--- src/hw/uife_pkg.sv ---
// uife_pkg: offsets, fields and carriers of the usb irq enable/flag block
`default_nettype none
package uife_pkg;
  // -------------------------------------------------------------------
  // register byte offsets
  // -------------------------------------------------------------------
  localparam logic [7:0] OFF_EN_A  = 8'h00;
  localparam logic [7:0] OFF_EN_B  = 8'h04;
  localparam logic [7:0] OFF_FLG_A = 8'h08;
  localparam logic [7:0] OFF_ROUTE = 8'h0C;
  localparam logic [7:0] OFF_CTRL  = 8'h10;
  // -------------------------------------------------------------------
  // reset values and writable masks
  // -------------------------------------------------------------------
  localparam logic [7:0] RST_BYTE   = 8'h00;
  localparam logic [7:0] MASK_EN_A  = 8'h7F;
  localparam logic [7:0] MASK_EN_B  = 8'h03;
  localparam logic [7:0] MASK_ROUTE = 8'h03;
  localparam logic [4:0] MASK_STICKY = 5'h1F;
  // -------------------------------------------------------------------
  // field positions
  // -------------------------------------------------------------------
  localparam int EN_SETUP  = 0;
  localparam int EN_OK     = 1;
  localparam int EN_FAIL   = 2;
  localparam int EN_SUSP   = 3;
  localparam int EN_SOF    = 4;
  localparam int EN_BRST   = 5;
  localparam int EN_FIFO   = 6;
  localparam int EN_INTF   = 0;
  localparam int EN_CONFIG = 1;
  localparam int FL_SETUP  = 0;
  localparam int FL_SUSPIN = 1;
  localparam int FL_SUSPOUT = 2;
  localparam int FL_SOF    = 3;
  localparam int FL_BRST   = 4;
  localparam int FL_FIFO   = 5;
  localparam int FL_FAIL   = 6;
  localparam int FL_OK     = 7;
  localparam int RT_LINE_B = 0;
  localparam int RT_LINE_C = 1;
  localparam int CT_SWRST  = 0;
  // -------------------------------------------------------------------
  // bus answers
  // -------------------------------------------------------------------
  localparam logic [1:0] RESP_OKAY   = 2'h0;
  localparam logic [1:0] RESP_SLVERR = 2'h2;
  // events and levels from the usb function core (same clock)
  typedef struct packed {
    logic [7:0] ep_xfer_ok_flags;
    logic [7:0] ep_xfer_fail_flags;
    logic       fifo_read_req;
    logic       set_config_det;
    logic       set_intf_det;
    logic       setup_evt;
    logic       bus_reset_evt;
    logic       frame_start_evt;
    logic       suspend_out_evt;
    logic       suspend_in_evt;
  } uife_core_s;
  // four request lines toward the slave cpu
  typedef struct packed {
    logic irq_line_setup;
    logic irq_line_xfer_one;
    logic irq_line_xfer_two;
    logic irq_line_misc;
  } uife_irq_s;
endpackage : uife_pkg
`default_nettype wire

--- src/hw/uife_top.sv ---
// uife_top: usb function irq enable, flag and request line logic
//
// The register addresses and the AXI4-Lite register port are this design's own decisions.
`default_nettype none
// Overview of operation
// - both enable registers clear on system or function software reset.
// - flag bits 4:0 clear on system or function software reset; bits 7:5 follow the core.
// - reserved enable bits read zero and ignore writes.
// - enable a bit 6 gates the fifo read request interrupt.
// - enable a bit 5 gates the bus reset interrupt.
// - enable a bit 4 gates the frame start interrupt.
// - enable a bit 3 gates both suspend exit and entry interrupts.
// - enable a bit 2 gates the abnormal completion interrupt.
// - enable a bit 1 gates the normal completion interrupt.
// - enable a bit 0 gates the setup interrupt.
// - enable b bit 1 gates the set configuration detect interrupt.
// - enable b bit 0 gates the set interface detect interrupt.
// - exactly four interrupt request outputs go to the slave cpu.
// - first request line carries only the setup interrupt.
// - second and third lines each route normal or abnormal completion.
// - fourth line carries every other event source.
// - flag bit 7 is the or of endpoint normal completion flags.
// - enabled normal completion summary asserts the fourth line.
// - flag bit 6 reports abnormal end of an endpoint transfer.
// - enabled abnormal completion summary asserts the fourth line.
// - bus reset flag sets on event, clears by zero after read one.
module uife_top
  import uife_pkg::*;
(
  // clock and reset
  input  wire logic        aclk,
  input  wire logic        aresetn,
  // axi4-lite write address and data
  input  wire logic        awvalid,
  output var  logic        awready,
  input  wire logic [7:0]  awaddr,
  input  wire logic [2:0]  awprot,
  input  wire logic        wvalid,
  output var  logic        wready,
  input  wire logic [31:0] wdata,
  input  wire logic [3:0]  wstrb,
  // axi4-lite write response
  output var  logic        bvalid,
  input  wire logic        bready,
  output var  logic [1:0]  bresp,
  // axi4-lite read
  input  wire logic        arvalid,
  output var  logic        arready,
  input  wire logic [7:0]  araddr,
  input  wire logic [2:0]  arprot,
  output var  logic        rvalid,
  input  wire logic        rready,
  output var  logic [31:0] rdata,
  output var  logic [1:0]  rresp,
  // usb function core sources
  input  wire uife_core_s  core,
  // request lines
  output var  uife_irq_s   irq
);

  // -------------------------------------------------------------------
  // state
  // -------------------------------------------------------------------
  logic [7:0] en_a_q, en_b_q, route_q;
  logic [4:0] sticky_q, armed_q;
  logic [4:0] ev, clr;
  logic       swrst_q;
  logic       aw_got_q, w_got_q;
  logic [7:0] aw_addr_q;
  logic [7:0] wbyte_q;
  logic       wstrb0_q;
  logic [7:0] flag_a;
  logic       clr_all;
  logic       do_wr;
  logic       rd_take;
  logic       ts_sum, tf_sum;
  uife_irq_s  irq_d;

  // register index decode, shared by both bus paths
  function automatic logic mapped(input logic [7:0] a);
    mapped = (a == OFF_EN_A) || (a == OFF_EN_B) || (a == OFF_FLG_A) ||
             (a == OFF_ROUTE) || (a == OFF_CTRL);
  endfunction

  // -------------------------------------------------------------------
  // summary flags and flag register view
  // -------------------------------------------------------------------
  // or of endpoint flags
  assign ts_sum = |core.ep_xfer_ok_flags;
  assign tf_sum = |core.ep_xfer_fail_flags;
  // summaries follow the endpoint registers, no state of their own
  assign flag_a = {ts_sum, tf_sum, core.fifo_read_req, sticky_q};
  assign clr_all = !aresetn || swrst_q;
  assign do_wr   = aw_got_q && w_got_q && !bvalid;
  assign rd_take = arvalid && arready;

  // -------------------------------------------------------------------
  // write channel
  // -------------------------------------------------------------------
  // address and data taken in either order, held until both arrive
  always_ff @(posedge aclk) begin
    if (!aresetn) begin
      aw_got_q  <= 1'b0;
      w_got_q   <= 1'b0;
      awready   <= 1'b1;
      wready    <= 1'b1;
      aw_addr_q <= 8'h00;
      wbyte_q   <= 8'h00;
      wstrb0_q  <= 1'b0;
      bvalid    <= 1'b0;
      bresp     <= RESP_OKAY;
    end else begin
      if (awvalid && awready) begin
        aw_got_q  <= 1'b1;
        awready   <= 1'b0;
        aw_addr_q <= awaddr;
      end
      if (wvalid && wready) begin
        w_got_q  <= 1'b1;
        wready   <= 1'b0;
        wbyte_q  <= wdata[7:0];
        wstrb0_q <= wstrb[0];
      end
      if (do_wr) begin
        bvalid <= 1'b1;
        bresp  <= mapped(aw_addr_q) ? RESP_OKAY : RESP_SLVERR;
      end
      if (bvalid && bready) begin
        bvalid   <= 1'b0;
        aw_got_q <= 1'b0;
        w_got_q  <= 1'b0;
        awready  <= 1'b1;
        wready   <= 1'b1;
      end
    end
  end

  // -------------------------------------------------------------------
  // read channel
  // -------------------------------------------------------------------
  // one read in flight; data captured at the address handshake
  always_ff @(posedge aclk) begin
    if (!aresetn) begin
      arready <= 1'b1;
      rvalid  <= 1'b0;
      rdata   <= 32'h0000_0000;
      rresp   <= RESP_OKAY;
    end else if (rd_take) begin
      arready <= 1'b0;
      rvalid  <= 1'b1;
      rresp   <= mapped(araddr) ? RESP_OKAY : RESP_SLVERR;
      case (araddr)
        OFF_EN_A:  rdata <= {24'h000000, en_a_q & MASK_EN_A};
        OFF_EN_B:  rdata <= {24'h000000, en_b_q & MASK_EN_B};
        OFF_FLG_A: rdata <= {24'h000000, flag_a};
        OFF_ROUTE: rdata <= {24'h000000, route_q};
        default:   rdata <= 32'h0000_0000;
      endcase
    end else if (rvalid && rready) begin
      rvalid  <= 1'b0;
      arready <= 1'b1;
    end
  end

  // -------------------------------------------------------------------
  // enable registers
  // -------------------------------------------------------------------
  // clear on either reset
  always_ff @(posedge aclk) begin
    if (clr_all) begin
      en_a_q <= RST_BYTE;
      en_b_q <= RST_BYTE;
    end else if (do_wr && wstrb0_q) begin
      if (aw_addr_q == OFF_EN_A)
        en_a_q <= wbyte_q & MASK_EN_A;
      if (aw_addr_q == OFF_EN_B)
        en_b_q <= wbyte_q & MASK_EN_B;
    end
  end

  // route and control sit outside the function reset on purpose
  always_ff @(posedge aclk) begin
    if (!aresetn) begin
      route_q <= RST_BYTE;
      swrst_q <= 1'b0;
    end else begin
      swrst_q <= 1'b0;
      if (do_wr && wstrb0_q && aw_addr_q == OFF_ROUTE)
        route_q <= wbyte_q & MASK_ROUTE;
      if (do_wr && wstrb0_q && aw_addr_q == OFF_CTRL)
        swrst_q <= wbyte_q[CT_SWRST];
    end
  end

  // -------------------------------------------------------------------
  // sticky flags
  // -------------------------------------------------------------------
  // events in flag order; a clear needs a 0 bit and a read that saw 1
  always_comb begin
    ev  = '0;
    clr = '0;
    ev[FL_SETUP]   = core.setup_evt;
    ev[FL_SUSPIN]  = core.suspend_in_evt;
    ev[FL_SUSPOUT] = core.suspend_out_evt;
    ev[FL_SOF]     = core.frame_start_evt;
    ev[FL_BRST]    = core.bus_reset_evt;
    if (do_wr && wstrb0_q && aw_addr_q == OFF_FLG_A)
      clr = ~wbyte_q[4:0] & armed_q & MASK_STICKY;
  end

  // clear only after a read saw one; a new event wins the clear
  always_ff @(posedge aclk) begin
    if (clr_all) begin
      sticky_q <= 5'h00;
      armed_q  <= 5'h00;
    end else begin
      sticky_q <= (sticky_q & ~clr) | ev;
      armed_q  <= (armed_q & ~clr & ~ev) |
                  ((rd_take && araddr == OFF_FLG_A) ? sticky_q : 5'h00);
    end
  end

  // -------------------------------------------------------------------
  // request lines
  // -------------------------------------------------------------------
  always_comb begin
    logic ok_en, fail_en, misc;
    ok_en   = ts_sum && en_a_q[EN_OK];
    fail_en = tf_sum && en_a_q[EN_FAIL];
    misc    = ok_en || fail_en;
    irq_d.irq_line_setup = sticky_q[FL_SETUP] && en_a_q[EN_SETUP];
    irq_d.irq_line_xfer_one = route_q[RT_LINE_B] ? fail_en : ok_en;
    irq_d.irq_line_xfer_two = route_q[RT_LINE_C] ? fail_en : ok_en;
    misc = misc || (core.fifo_read_req && en_a_q[EN_FIFO]);
    misc = misc || (sticky_q[FL_BRST] && en_a_q[EN_BRST]);
    misc = misc || (sticky_q[FL_SOF] && en_a_q[EN_SOF]);
    // one bit for both suspend flags
    misc = misc || ((sticky_q[FL_SUSPOUT] || sticky_q[FL_SUSPIN]) &&
                    en_a_q[EN_SUSP]);
    misc = misc || (core.set_config_det && en_b_q[EN_CONFIG]);
    misc = misc || (core.set_intf_det && en_b_q[EN_INTF]);
    irq_d.irq_line_misc = misc;
  end

  // four registered lines, held as levels
  always_ff @(posedge aclk) begin
    if (!aresetn)
      irq <= '0;
    else
      irq <= irq_d;
  end

  // -------------------------------------------------------------------
  // checks
  // -------------------------------------------------------------------
  en_reset_a:
  assert property (@(posedge aclk) swrst_q |=> en_a_q == 8'h00 &&
                   en_b_q == 8'h00)
    else $error("enables not cleared by function reset");
  flag_reset_a:
  assert property (@(posedge aclk) disable iff (!aresetn)
                   swrst_q |=> sticky_q == 5'h00)
    else $error("flags not cleared by function reset");
  rsvd_zero_a:
  assert property (@(posedge aclk) disable iff (!aresetn)
                   en_a_q[7] == 1'b0 && en_b_q[7:2] == 6'h00)
    else $error("reserved enable bit set");
  setup_line_a:
  assert property (@(posedge aclk) disable iff (!aresetn)
                   ##1 irq.irq_line_setup ==
                   $past(sticky_q[FL_SETUP] && en_a_q[EN_SETUP]))
    else $error("setup line not following its flag");
  ok_misc_a:
  assert property (@(posedge aclk) disable iff (!aresetn || swrst_q)
                   (ts_sum && en_a_q[EN_OK]) |=> irq.irq_line_misc)
    else $error("normal completion missing on misc line");
  fail_misc_a:
  assert property (@(posedge aclk) disable iff (!aresetn || swrst_q)
                   (tf_sum && en_a_q[EN_FAIL]) |=> irq.irq_line_misc)
    else $error("abnormal completion missing on misc line");
  brst_set_a:
  assert property (@(posedge aclk) disable iff (!aresetn || swrst_q)
                   core.bus_reset_evt |=> sticky_q[FL_BRST])
    else $error("bus reset event lost");
  brst_keep_a:
  assert property (@(posedge aclk) disable iff (!aresetn || swrst_q)
                   (sticky_q[FL_BRST] && !armed_q[FL_BRST])
                   |=> sticky_q[FL_BRST])
    else $error("bus reset flag cleared without prior read");
  susp_gate_a:
  assert property (@(posedge aclk) disable iff (!aresetn)
                   (!en_a_q[EN_SUSP] && !en_a_q[EN_SOF] &&
                    !en_a_q[EN_BRST] && !en_a_q[EN_FIFO] &&
                    !en_a_q[EN_OK] && !en_a_q[EN_FAIL] &&
                    en_b_q == 8'h00) |=> !irq.irq_line_misc)
    else $error("misc line raised with all enables off");
  route_a:
  assert property (@(posedge aclk) disable iff (!aresetn)
                   (route_q[RT_LINE_B] && en_a_q[EN_FAIL] && tf_sum)
                   |=> irq.irq_line_xfer_one)
    else $error("line b not following abnormal route");
  wr_resp_a:
  assert property (@(posedge aclk) disable iff (!aresetn)
                   do_wr |=> bvalid)
    else $error("write response not raised");
  en_sysrst_a:
  assert property (@(posedge aclk) !aresetn |=> en_a_q == RST_BYTE &&
                   en_b_q == RST_BYTE)
    else $error("enables not cleared by system reset");
  flag_sysrst_a:
  assert property (@(posedge aclk) !aresetn |=> sticky_q == 5'h00 &&
                   armed_q == 5'h00)
    else $error("flags not cleared by system reset");
  route_two_a:
  assert property (@(posedge aclk) disable iff (!aresetn)
                   (route_q[RT_LINE_C] && en_a_q[EN_FAIL] && tf_sum)
                   |=> irq.irq_line_xfer_two)
    else $error("line c not following abnormal route");
  fifo_misc_a:
  assert property (@(posedge aclk) disable iff (!aresetn)
                   (core.fifo_read_req && en_a_q[EN_FIFO])
                   |=> irq.irq_line_misc)
    else $error("fifo read request missing on misc line");
  susp_misc_a:
  assert property (@(posedge aclk) disable iff (!aresetn)
                   (sticky_q[FL_SUSPIN] && en_a_q[EN_SUSP])
                   |=> irq.irq_line_misc)
    else $error("suspend entry missing on misc line");

endmodule : uife_top
`default_nettype wire

--- config.mk ---
export PLATFORM = sky130hd
export DESIGN_NAME = uife_top
export DESIGN_NICKNAME = d
export VERILOG_FILES = /design/src/hw/uife_pkg.sv /design/src/hw/uife_top.sv
export SDC_FILE = /design/constraint.sdc
export NUM_CORES = 1
export LEC_CHECK = 0
export BUFFER_PORTS_ARGS = -buffer_cell sky130_fd_sc_hd__buf_2
export CAP_MARGIN = 20
export CORE_MARGIN = 3
export CORE_UTILIZATION = 46
export CTS_BUF_LIST = sky130_fd_sc_hd__clkbuf_4 sky130_fd_sc_hd__clkbuf_8 sky130_fd_sc_hd__clkbuf_16
export CTS_CLUSTER_SIZE = 25
export DETAILED_ROUTE_END_ITERATION = 8
export HOLD_SLACK_MARGIN = 0.08
export PLACE_DENSITY = 0.88
export SETUP_SLACK_MARGIN = 0.1
export SLEW_MARGIN = 10
export SYNTH_ARGS = -nofsm -noshare
export SYNTH_HDL_FRONTEND = slang
export SYNTH_SLANG_ARGS = --single-unit
--- constraint.sdc ---
create_clock -name aclk -period 2 [get_ports aclk]
set_input_delay 0.5 -clock aclk [delete_from_list [all_inputs] [get_ports aclk]]
set_output_delay 0.5 -clock aclk [all_outputs]
set_load 0.03 [all_outputs]
==> results of run 1 <==
==> worst reg2reg max path, stage by stage (launching register included) <==
cell and delay [ns]:
dfxtp_1 0.33, nor4_2 0.42, nand4b_2 0.35, nor4b_1 0.42, nor3_1 0.09
==> cells by family after synthesis <==
group	after synthesis	share of synthesized area
AOI/OAI and AO/OA	55	0.110
buffers and inverters	43	0.101
DFF	59	0.440
muxes	17	0.0736
other	1	0.00140
and+or+nand+nor	129	0.274
==> per-stage QoR <==
stage	worst slack, ns	hold slack [ns]	area, sq um	cells
global route	0.200	0.408	3230	455
CTS	0.326	0.402	3230	455
floorplan	0.388	0.436	2780	329
detailed placement	0.0839	0.450	3010	439
finish	0.273	0.413	3230	455
global placement	0.122	0.442	3010	439
==> flip-flops by register name, summed over array words and instances, names as in the netlist, 2 cells and up <==
| name | count |
|---|---|
| armed_q | 5 |
| aw_addr_q | 8 |
| en_a_q | 7 |
| en_b_q | 2 |
| irq | 4 |
| rdata | 8 |
| route_q | 2 |
| sticky_q | 5 |
| wbyte_q | 7 |
==> area by class of cell <==
class / instances / area [sq um]
clock buffers: 12 / 165
multi-input cells: 227 / 1330
inverters: 3 / 11.3
well taps: 72 / 90.1
clock inverters: 4 / 47.5
flip-flops and latches: 59 / 1180
fillers: 503 / 2350
repair buffers: 78 / 403
==> layout by cell type, fill, tap and decap left out, drive strengths merged, types with 4 or more instances in the layout <==
cell type,instances
buf,78
dfxtp,59
nand2,32
a21oi,27
conb,26
nand3,24
nor2,24
o21ai,19
mux2i,13
clkbuf,12
nor4b,7
nor3,6
or4,6
nor3b,5
nand4,4
nand4b,4
==> layer usage <==
metal / global-route usage / vias to the layer above / routed length (microns)
li1: - / 1174 / -
met1: 0.213 / 1064 / 2550
met2: 0.315 / 85 / 2940
met3: 0.0662 / 6 / 450
met4: 0.0698 / 0 / 91
met5: 0 / - / 0
==> worst max-delay path by stage <==
stage                                    from                      to  slack, ns  depth (start not counted)
floorplan                           araddr[4]   armed_q[0]$_SDFF_PP0_       0.39                          4
global placement                    araddr[4]   armed_q[3]$_SDFF_PP0_       0.12                          5
detailed placement                  araddr[4]   armed_q[1]$_SDFF_PP0_       0.08                          5
CTS                 aw_addr_q[7]$_SDFFE_PN0P_  sticky_q[3]$_SDFF_PP0_       0.33                          4
global route        aw_addr_q[7]$_SDFFE_PN0P_  sticky_q[3]$_SDFF_PP0_       0.20                          4
finish              aw_addr_q[7]$_SDFFE_PN0P_  sticky_q[3]$_SDFF_PP0_       0.27                          4
==> power by group through the flow <==
stage          Clock, W  Combinational (W)  Sequential, W
5_1_grt         0.00120           0.000332        0.00127
6_report        0.00112           0.000298        0.00126
3_5_place_dp          0           0.000297        0.00129
4_1_cts         0.00114           0.000298        0.00126
2_1_floorplan         0           0.000229        0.00129
3_3_place_gp          0           0.000291        0.00128
==> results by group, run 1 <==
Setup path
  • Slowest cell on crit path: nor4_2
  • CP Data Required Time: 2.22 ns
  • Reg-to-Reg Start: aw_addr_q[7]$_SDFFE_PN0P_
  • Reg-to-reg slack, setup: 0.27 ns
  • Worst Path Arrival: 1.95 ns
  • CP startpoint kind: flip-flop
  • Register-to-Register Path Depth: 4
  • CP Cell Sequence: nor4_2 -> nand4b_2 -> nor4b_1 -> nor3_1
  • Reg-to-reg endpoint: sticky_q[3]$_SDFF_PP0_
  • Crit Path Max Fanout: 10
  • Crit. End Element: flip-flop
  • Max incr delay on CP: 0.42 ns
  • Crit path max-delay family: simple AND/OR/NAND/NOR gates
  • WS Path Type: reg2reg
  • Buf/Inv on CP: 0

CTS
  • CTS H-tree depth: 3
  • Max Root-Sink Buffers: 2
  • Num CTS Buffers: 9
  • CTS tree: built
  • Setup repair bufs after CTS: 0
  • Clock latency on the worst-skew pair: 0.34 ns
  • Hold buffers post-CTS: 0
  • Worst-path clk slew: 0.06 ns
  • Clock Tree Root: clkbuf_8
  • PostCTS Resize Cnt: 0
  • Clock Sinks: 59

Timing
  • Highest Clock Rate: 579 MHz
  • RSZ-0062 raised after global routing: false
  • Final Max Slew Viols: 0
  • TNS Setup: 0 ns
  • Fin Clk Skew: 0.00811 ns
  • Final-report hold violation count: 0
  • Final setup viols: 0
  • Final worst path period share: 0.864
  • Minimum clock period: 1.73 ns

Synthesis
  • Synth area leaders: dfxtp_1 44%, buf_4 7.3%, a21oi_1 5.0%
  • Synth top area share: 0.440
  • Netlist Area Pre-Place: 0.00269 sq mm
  • Asr flop ratio synth: 0
  • Netlist cell types: 43
  • Synth cell count leaders: 59 x dfxtp_1, 32 x nand2_1, 27 x a21oi_1
  • Synthesized flop and latch total: 59
  • Avg Cell Area, Syn: 8.83 sq um
  • Syn Inst Count: 304
  • EDFF count, synth: 0
  • Register area share after synthesis: 0.440
  • Post-synth top flop: dfxtp_1
  • Top-count cell post-synth: dfxtp_1
  • YS warnings: 0
  • Cell accounting for the most synthesized area: dfxtp_1

Routing
  • Iter 0 DRT Violations: 89
  • Drt drc: 0
  • Initial DRT Pass Iterations: 4
  • Routed WL per cell: 13.2 microns
  • Vias: 2329
  • Final WL: 6020 microns
  • Final ANT Viol Nets: 0
  • Post-DR vias/cell: 5.12

Placed design
  • PortBufs: 73
  • HPWL Detailed: 4590 microns
  • Routability Congestion: 0.865

Power
  • P_leak: 1.48 nW
  • Comb power frac: 0.111
  • Overall power: 0.00268 W
  • Power Dens Cells: 832 mW/mm^2
  • Internal power: 0.00199 W
  • Worst VDD drop: 0.532 mV
  • Sequential power share: 0.470
  • Clock share of power: 0.419
  • Switch share: 0.259
  • Switch Pwr: 0.000694 W

Final layout
  • Post-layout util: 0.579
  • Share of layout cells above drive strength 1: 0.277
  • Area grow syn2layout: 20.1%
  • Nets: 467
  • ANT cells: 0

Die
  • Initial Util: 0.482
  • Die X: 82.4 microns
  • DIE AREA: 0.00679 sq mm
  • Die height: 82.4 microns
  • I/O pins: 134
  • Row cnt: 27
  • Core Area: 0.00557 sq mm

Global route
  • Initial antenna violation count: 0
  • First-pass GRT wire length: 9380 microns
  • Grt ovf: 0
  • Pin count of the biggest net entering global routing: 26
  • Overall routing resource usage: 0.186
  • Vias in the first global route: 2138

Min path
  • Hold Crit Start: awaddr[6]
  • Hold path cells: 3
  • Hold Crit Class: in2reg
  • Hold-critical path endpoint: aw_addr_q[6]$_SDFFE_PN0P_

Flow run
  • Maxcap violations: 0

Outcome
  • Status: finished, final reports clean
Power figures use the tool's default switching activity.
==> run 2, diff against run 1 <==
- clock period: 2 -> 1.83 ns (I/O delays scaled with it)
==> run 2 against run 1 <==
Effect of this change: flip-flop and latch count is the same; combinational power grew 13%; largest power group unchanged; global-route usage grew 0.36 points; critical endpoint is now sticky_q[1]$_SDFF_PP0_; sequential power grew 9.5%; worst hold slack lost 0.038 ns; critical path depth is the same; die area is the same; routed wire length grew 0.98%; sequential share of layout area is essentially flat; maximum frequency grew 11%; register-to-register slack is essentially flat; worst setup slack gained 0.0056 ns.
==> results by group, run 2 (synthesis gave the netlist of run 1 again) <==
Final layout
  • Post-layout util: 0.578 (was 0.579)
  • Most frequent cells in the layout: 73 x buf_2, 59 x dfxtp_1, 32 x nand2_1 (unchanged)
  • Share of layout cells above drive strength 1: 0.281 (was 0.277)
  • Area grow syn2layout: 20.1% (about the same)
  • ANT cells: 0 (unchanged)
  • Area of the multi-input gates: 0.00135 sq mm (was 0.00133 sq mm)
  • Register area: 0.00118 sq mm (unchanged)
  • Biggest regs: aw_addr_q x8, rdata x8 (unchanged)
  • Layout fillers: 530 (was 503)
  • Commonest non-fill, non-tap cell in the layout: buf_2 (unchanged)
  • Nets: 469 (was 467)

CTS
  • CTS H-tree depth: 3 (unchanged)
  • Clock Tree Root: clkbuf_8 (unchanged)
  • CTS tree: built (unchanged)
  • Clock Sinks: 59 (unchanged)
  • Num CTS Buffers: 9 (unchanged)
  • Hold buffers post-CTS: 0 (unchanged)
  • Max Root-Sink Buffers: 2 (unchanged)
  • Clock latency on the worst-skew pair: 0.33 ns (was 0.34 ns)
  • Worst-path clk slew: 0.07 ns (was 0.06 ns)

Setup path
  • Crit path max-delay family: simple AND/OR/NAND/NOR gates (unchanged)
  • Reg-to-reg endpoint: sticky_q[1]$_SDFF_PP0_ (was sticky_q[3]$_SDFF_PP0_)
  • Reg-to-Reg Start: aw_addr_q[7]$_SDFFE_PN0P_ (unchanged)
  • Slowest cell on crit path: nor4_4 (was nor4_2)
  • Worst Path Arrival: 1.77 ns (was 1.95 ns)
  • Buf/Inv on CP: 0 (unchanged)
  • Register-to-Register Path Depth: 4 (unchanged)
  • CP Cell Sequence: nor4_4 -> nand4b_4 -> nor4b_1 -> nor3_1 (was nor4_2 -> nand4b_2 -> nor4b_1 -> nor3_1)
  • Crit Path Max Fanout: 10 (unchanged)
  • CP Data Required Time: 2.04 ns (was 2.22 ns)
  • Cell depth of the worst setup path: 4 (unchanged)
  • WS Path Type: reg2reg (unchanged)
  • Reg-to-reg slack, setup: 0.28 ns (was 0.27 ns)
  • Crit. End Element: flip-flop (unchanged)
  • CP startpoint kind: flip-flop (unchanged)
  • Max incr delay on CP: 0.40 ns (was 0.42 ns)

Min path
  • Hold Crit Start: awaddr[7] (was awaddr[6])
  • Hold path cells: 3 (unchanged)
  • Hold Crit Class: in2reg (unchanged)
  • Hold-critical path endpoint: aw_addr_q[7]$_SDFFE_PN0P_ (was aw_addr_q[6]$_SDFFE_PN0P_)

Routing
  • Post-DR vias/cell: 5.12 (about the same)
  • Routed WL per cell: 13.3 microns (was 13.2 microns)
  • Drt drc: 0 (unchanged)
  • Vias: 2342 (was 2329)
  • Final ANT Viol Nets: 0 (unchanged)
  • Iter 0 DRT Violations: 103 (was 89)
  • Initial DRT Pass Iterations: 4 (unchanged)
  • Final WL: 6080 microns (was 6020 microns)

Die
  • Die X: 82.4 microns (unchanged)
  • DIE AREA: 0.00679 sq mm (unchanged)
  • Row cnt: 27 (unchanged)
  • I/O pins: 134 (unchanged)
  • Core Area: 0.00557 sq mm (unchanged)
  • Die height: 82.4 microns (unchanged)
  • Initial Util: 0.482 (unchanged)

Timing
  • Final worst path period share: 0.848 (was 0.864)
  • Minimum clock period: 1.55 ns (was 1.73 ns)
  • Highest Clock Rate: 644 MHz (was 579 MHz)
  • TNS Setup: 0 ns (unchanged)
  • RSZ-0062 raised after global routing: false (unchanged)
  • Final-report hold violation count: 0 (unchanged)
  • Final Max Slew Viols: 0 (unchanged)
  • Final setup viols: 0 (unchanged)
  • Fin Clk Skew: 0.00553 ns (was 0.00811 ns)

Outcome
  • Status: finished, final reports clean (unchanged)

Global route
  • Pin count of the biggest net entering global routing: 26 (unchanged)
  • Overall routing resource usage: 0.189 (was 0.186)
  • Vias in the first global route: 2143 (was 2138)
  • Grt ovf: 0 (unchanged)
  • First-pass GRT wire length: 9510 microns (was 9380 microns)
  • Initial antenna violation count: 0 (unchanged)

Placed design
  • PortBufs: 73 (unchanged)
  • HPWL Detailed: 4690 microns (was 4590 microns)
  • Routability Congestion: 0.863 (was 0.865)

Flow run
  • Maxcap violations: 0 (unchanged)

Power
  • P_leak: 1.50 nW (was 1.48 nW)
  • Worst VDD drop: 0.729 mV (was 0.532 mV)
  • Power Dens Cells: 855 mW/mm^2 (was 832 mW/mm^2)
-- run 2: cell count changes in the layout (fill, tap and decap cells not counted), sizes merged --
cell    change
buf         +2
bufinv      -1
clkbuf      -1
clkinv      +2
-- run 2: timing repair --
action	CTS	global route
gates resized for setup	0	2
endpoints found under the setup margin	0	3
buffers inserted	0	0
-- run 2: metal layers --
metal / track usage / vias to the layer above / share of wire
met1: 0.216 / 1059 / 0.43
met2: 0.317 / 87 / 0.48
met4: 0.0781 / 0 / 0.013
met5: 0 / - / 0
met3: 0.0694 / 8 / 0.075
li1: - / 1188 / -
-- run 2: report_power, final --
| part | internal [W] | total, W | leakage, nW | switching [W] |
|---|---|---|---|---|
| logic | 0.000115 | 0.000338 | 0.920 | 0.000222 |
| clock network | 0.000554 | 0.00104 | 0.0949 | 0.000490 |
| registers | 0.00133 | 0.00138 | 0.481 | 0.0000473 |
| total | 0.00200 | 0.00276 | 1.50 | 0.000759 |
-- run 2: worst register-to-register path: stages, from the launching register on --
cell and delay (ns):
dfxtp_1 0.35, nor4_4 0.40, nand4b_4 0.24, nor4b_1 0.36, nor3_1 0.09
-- run 2: final cells by class --
| type | count | share of cell area |
|---|---|---|
| clock inverters | 5 | 0.00854 |
| inverters | 3 | 0.00349 |
| repair buffers | 80 | 0.130 |
| multi-input cells | 227 | 0.417 |
| flip-flops and latches | 59 | 0.366 |
| well taps | 72 | 0.0279 |
| clock buffers | 11 | 0.0470 |
-- run 2: through the flow --
stage          power [W]  cell area [sq um]  setup slack, ns  cells  hold WS [ns]
5_1_grt          0.00289               3220            0.217    457         0.368
6_report         0.00276               3220            0.278    457         0.375
3_5_place_dp     0.00173               3030           0.0378    441         0.450
2_1_floorplan    0.00166               2780            0.261    329         0.436
4_1_cts          0.00278               3210            0.113    457         0.356
3_3_place_gp     0.00172               3030           0.0596    441         0.443
-- run 2: how the worst max path moves through the flow --
stage,startpoint,to,slack [ns]
finish,aw_addr_q[7]$_SDFFE_PN0P_,sticky_q[1]$_SDFF_PP0_,0.28
floorplan,araddr[4],armed_q[0]$_SDFF_PP0_,0.26
CTS,aw_addr_q[7]$_SDFFE_PN0P_,sticky_q[1]$_SDFF_PP0_,0.11
global route,aw_addr_q[7]$_SDFFE_PN0P_,sticky_q[1]$_SDFF_PP0_,0.22
global placement,araddr[4],armed_q[3]$_SDFF_PP0_,0.06
detailed placement,araddr[4],armed_q[1]$_SDFF_PP0_,0.04
==> run 3, diff against run 2 <==
- clock period: 1.83 -> 1.43 ns (I/O delays scaled with it)
==> run 3 against run 2 <==
Effect of this change: the run now ends with setup timing left; worst setup slack got worse by 0.33 ns; cell count up 2.2%; routed wire length up 8.5%; clock power grew 33%; non-clock buffer count grew 10; via count increased by 3.6%; utilization is 4.6 points higher; sequential share of layout area down 2.4 points; clock skew is 0.0013 ns higher; critical path depth did not move; critical path type unchanged; critical endpoint unchanged; largest power group unchanged.
==> results by group, run 3 (synthesis gave the netlist of run 1 again) <==
Outcome
  • Status: complete, but fails checks (was finished, final reports clean)
  • Failing checks: setup timing

Power
  • P_leak: 1.62 nW (was 1.50 nW)
  • Power Dens Cells: 1050 mW/mm^2 (was 855 mW/mm^2)
  • Worst VDD drop: 0.904 mV (was 0.729 mV)

Global route
  • Overall routing resource usage: 0.202 (was 0.189)
  • Pin count of the biggest net entering global routing: 18 (was 26)
  • Grt ovf: 0 (unchanged)
  • Vias in the first global route: 2251 (was 2143)
  • First-pass GRT wire length: 10400 microns (was 9510 microns)
  • Initial antenna violation count: 0 (unchanged)

Final layout
  • Most frequent cells in the layout: 72 x buf_2, 53 x dfxtp_1, 32 x nand2_1 (was 73 x buf_2, 59 x dfxtp_1, 32 x nand2_1)
  • Post-layout util: 0.625 (was 0.578)
  • Area grow syn2layout: 29.7% (was 20.1%)
  • ANT cells: 0 (unchanged)
  • Register area: 0.00119 sq mm (was 0.00118 sq mm)
  • Share of layout cells above drive strength 1: 0.372 (was 0.281)
  • Final Cell Area: 0.00348 sq mm (was 0.00322 sq mm)
  • Nets: 480 (was 469)
  • Layout fillers: 480 (was 530)
  • Area of the multi-input gates: 0.00151 sq mm (was 0.00135 sq mm)
  • Biggest regs: aw_addr_q x8, rdata x8 (unchanged)
  • Layout Cells excl Fill: 467 (was 457)
  • Commonest non-fill, non-tap cell in the layout: buf_2 (unchanged)

Setup path
  • CP Data Required Time: 1.65 ns (was 2.04 ns)
  • Crit. End Element: flip-flop (unchanged)
  • Crit Path Max Fanout: 5 (was 10)
  • Reg-to-Reg Start: aw_addr_q[3]$_SDFFE_PN0P_ (was aw_addr_q[7]$_SDFFE_PN0P_)
  • Register-to-Register Path Depth: 4 (unchanged)
  • Critical path launch point: aw_addr_q[3]$_SDFFE_PN0P_ (was aw_addr_q[7]$_SDFFE_PN0P_)
  • Slowest cell on crit path: dfxtp_1 (was nor4_4)
  • Max incr delay on CP: 0.41 ns (was 0.40 ns)
  • WS Path Type: reg2reg (unchanged)
  • CP startpoint kind: flip-flop (unchanged)
  • CP Cell Sequence: and4bb_2 -> nand4b_4 -> nor4b_2 -> nor3_1 (was nor4_4 -> nand4b_4 -> nor4b_1 -> nor3_1)
  • Reg-to-reg slack, setup: -0.05 ns (was 0.28 ns)
  • Worst Path Arrival: 1.70 ns (was 1.77 ns)

Flow run
  • Maxcap violations: 0 (unchanged)

Timing
  • Rel. slew slack: 0.652
  • Final Max Slew Viols: 0 (unchanged)
  • Minimum clock period: 1.48 ns (was 1.55 ns)
  • TNS Setup: -0.143 ns (was 0 ns)
  • Fin Clk Skew: 0.00680 ns (was 0.00553 ns)
  • Final-report hold violation count: 0 (unchanged)
  • Setup ws final: -0.0494 ns (was 0.278 ns)
  • Highest Clock Rate: 676 MHz (was 644 MHz)
  • Final setup viols: 5 (was 0)
  • RSZ-0062 raised after global routing: true (was false)
  • Final worst path period share: 1.03 (was 0.848)
  • Worst-Margin Slew: 0.521 ns

Placed design
  • HPWL Detailed: 4920 microns (was 4690 microns)
  • Routability Congestion: 0.849 (was 0.863)
  • Post-DP Area: 0.00316 sq mm (was 0.00303 sq mm)
  • PortBufs: 73 (unchanged)
  • Placed cell count: 447 (was 441)

Routing
  • Drt drc: 0 (unchanged)
  • Iter 0 DRT Violations: 90 (was 103)
  • Final ANT Viol Nets: 0 (unchanged)
  • Post-DR vias/cell: 5.20 (was 5.12)
  • Final WL: 6600 microns (was 6080 microns)
  • Initial DRT Pass Iterations: 4 (unchanged)
  • Vias: 2427 (was 2342)
  • Routed WL per cell: 14.1 microns (was 13.3 microns)

Die
  • I/O pins: 134 (unchanged)
  • Row cnt: 27 (unchanged)
  • Die X: 82.4 microns (unchanged)
  • DIE AREA: 0.00679 sq mm (unchanged)
  • Core Area: 0.00557 sq mm (unchanged)
  • Initial Util: 0.482 (unchanged)
  • Die height: 82.4 microns (unchanged)

CTS
  • Max Root-Sink Buffers: 2 (unchanged)
  • Num CTS Buffers: 9 (unchanged)
  • CTS tree: built (unchanged)
  • Clock latency on the worst-skew pair: 0.33 ns (about the same)
  • CTS H-tree depth: 3 (unchanged)
  • Hold buffers post-CTS: 0 (unchanged)
  • Clock Sinks: 59 (unchanged)
  • Worst-path clk slew: 0.06 ns (was 0.07 ns)
  • Clock Tree Root: clkbuf_8 (unchanged)

Min path
  • Hold Crit Start: awaddr[7] (unchanged)
  • Hold Crit Class: in2reg (unchanged)
  • Hold path cells: 3 (unchanged)
## run 3: layer usage
metal | global-route usage | wire length [microns]
met5 | 0 | 0
met4 | 0.0598 | 56
met3 | 0.0738 | 488
met2 | 0.352 | 3340
met1 | 0.230 | 2710
## run 3: what timing repair did
item,4_1_cts,5_1_grt
setup buffers,3,1
endpoints found under the setup margin,22,23
pin swaps,7,5
gates resized for setup,16,12
cloned,1,0
## run 3: layout make-up
| class | count | share of cell area |
|---|---|---|
| multi-input cells | 228 | 0.433 |
| flip-flops and latches | 59 | 0.342 |
| repair buffers | 90 | 0.143 |
| clock buffers | 13 | 0.0496 |
| well taps | 72 | 0.0259 |
| inverters | 3 | 0.00323 |
| clock inverters | 2 | 0.00287 |
## run 3: where the power goes
part           switching [W]  internal, W
registers          0.0000677      0.00170
clock network       0.000608     0.000774
logic               0.000311     0.000183
total               0.000986      0.00266
## run 3: per-stage QoR
step           hold slack, ns  setup slack, ns  power (W)
2_1_floorplan           0.436           0.0698    0.00214
3_3_place_gp            0.441           -0.119    0.00224
3_5_place_dp            0.442           -0.158    0.00225
4_1_cts                 0.249          -0.0287    0.00366
5_1_grt                 0.257           -0.101    0.00381
6_report                0.264          -0.0494    0.00365
## run 3: worst paths after layout
kind,end
max,sticky_q[1]$_SDFF_PP0_
min,aw_addr_q[7]$_SDFFE_PN0P_
max reg2reg,sticky_q[1]$_SDFF_PP0_
min reg2reg,rdata[0]$_SDFFE_PN0P_
## run 3: worst max-delay path, delay by kind of cell (launching register included)
kind          cells  cell delay (ns)
simple gates      4             0.96
flops             1             0.41
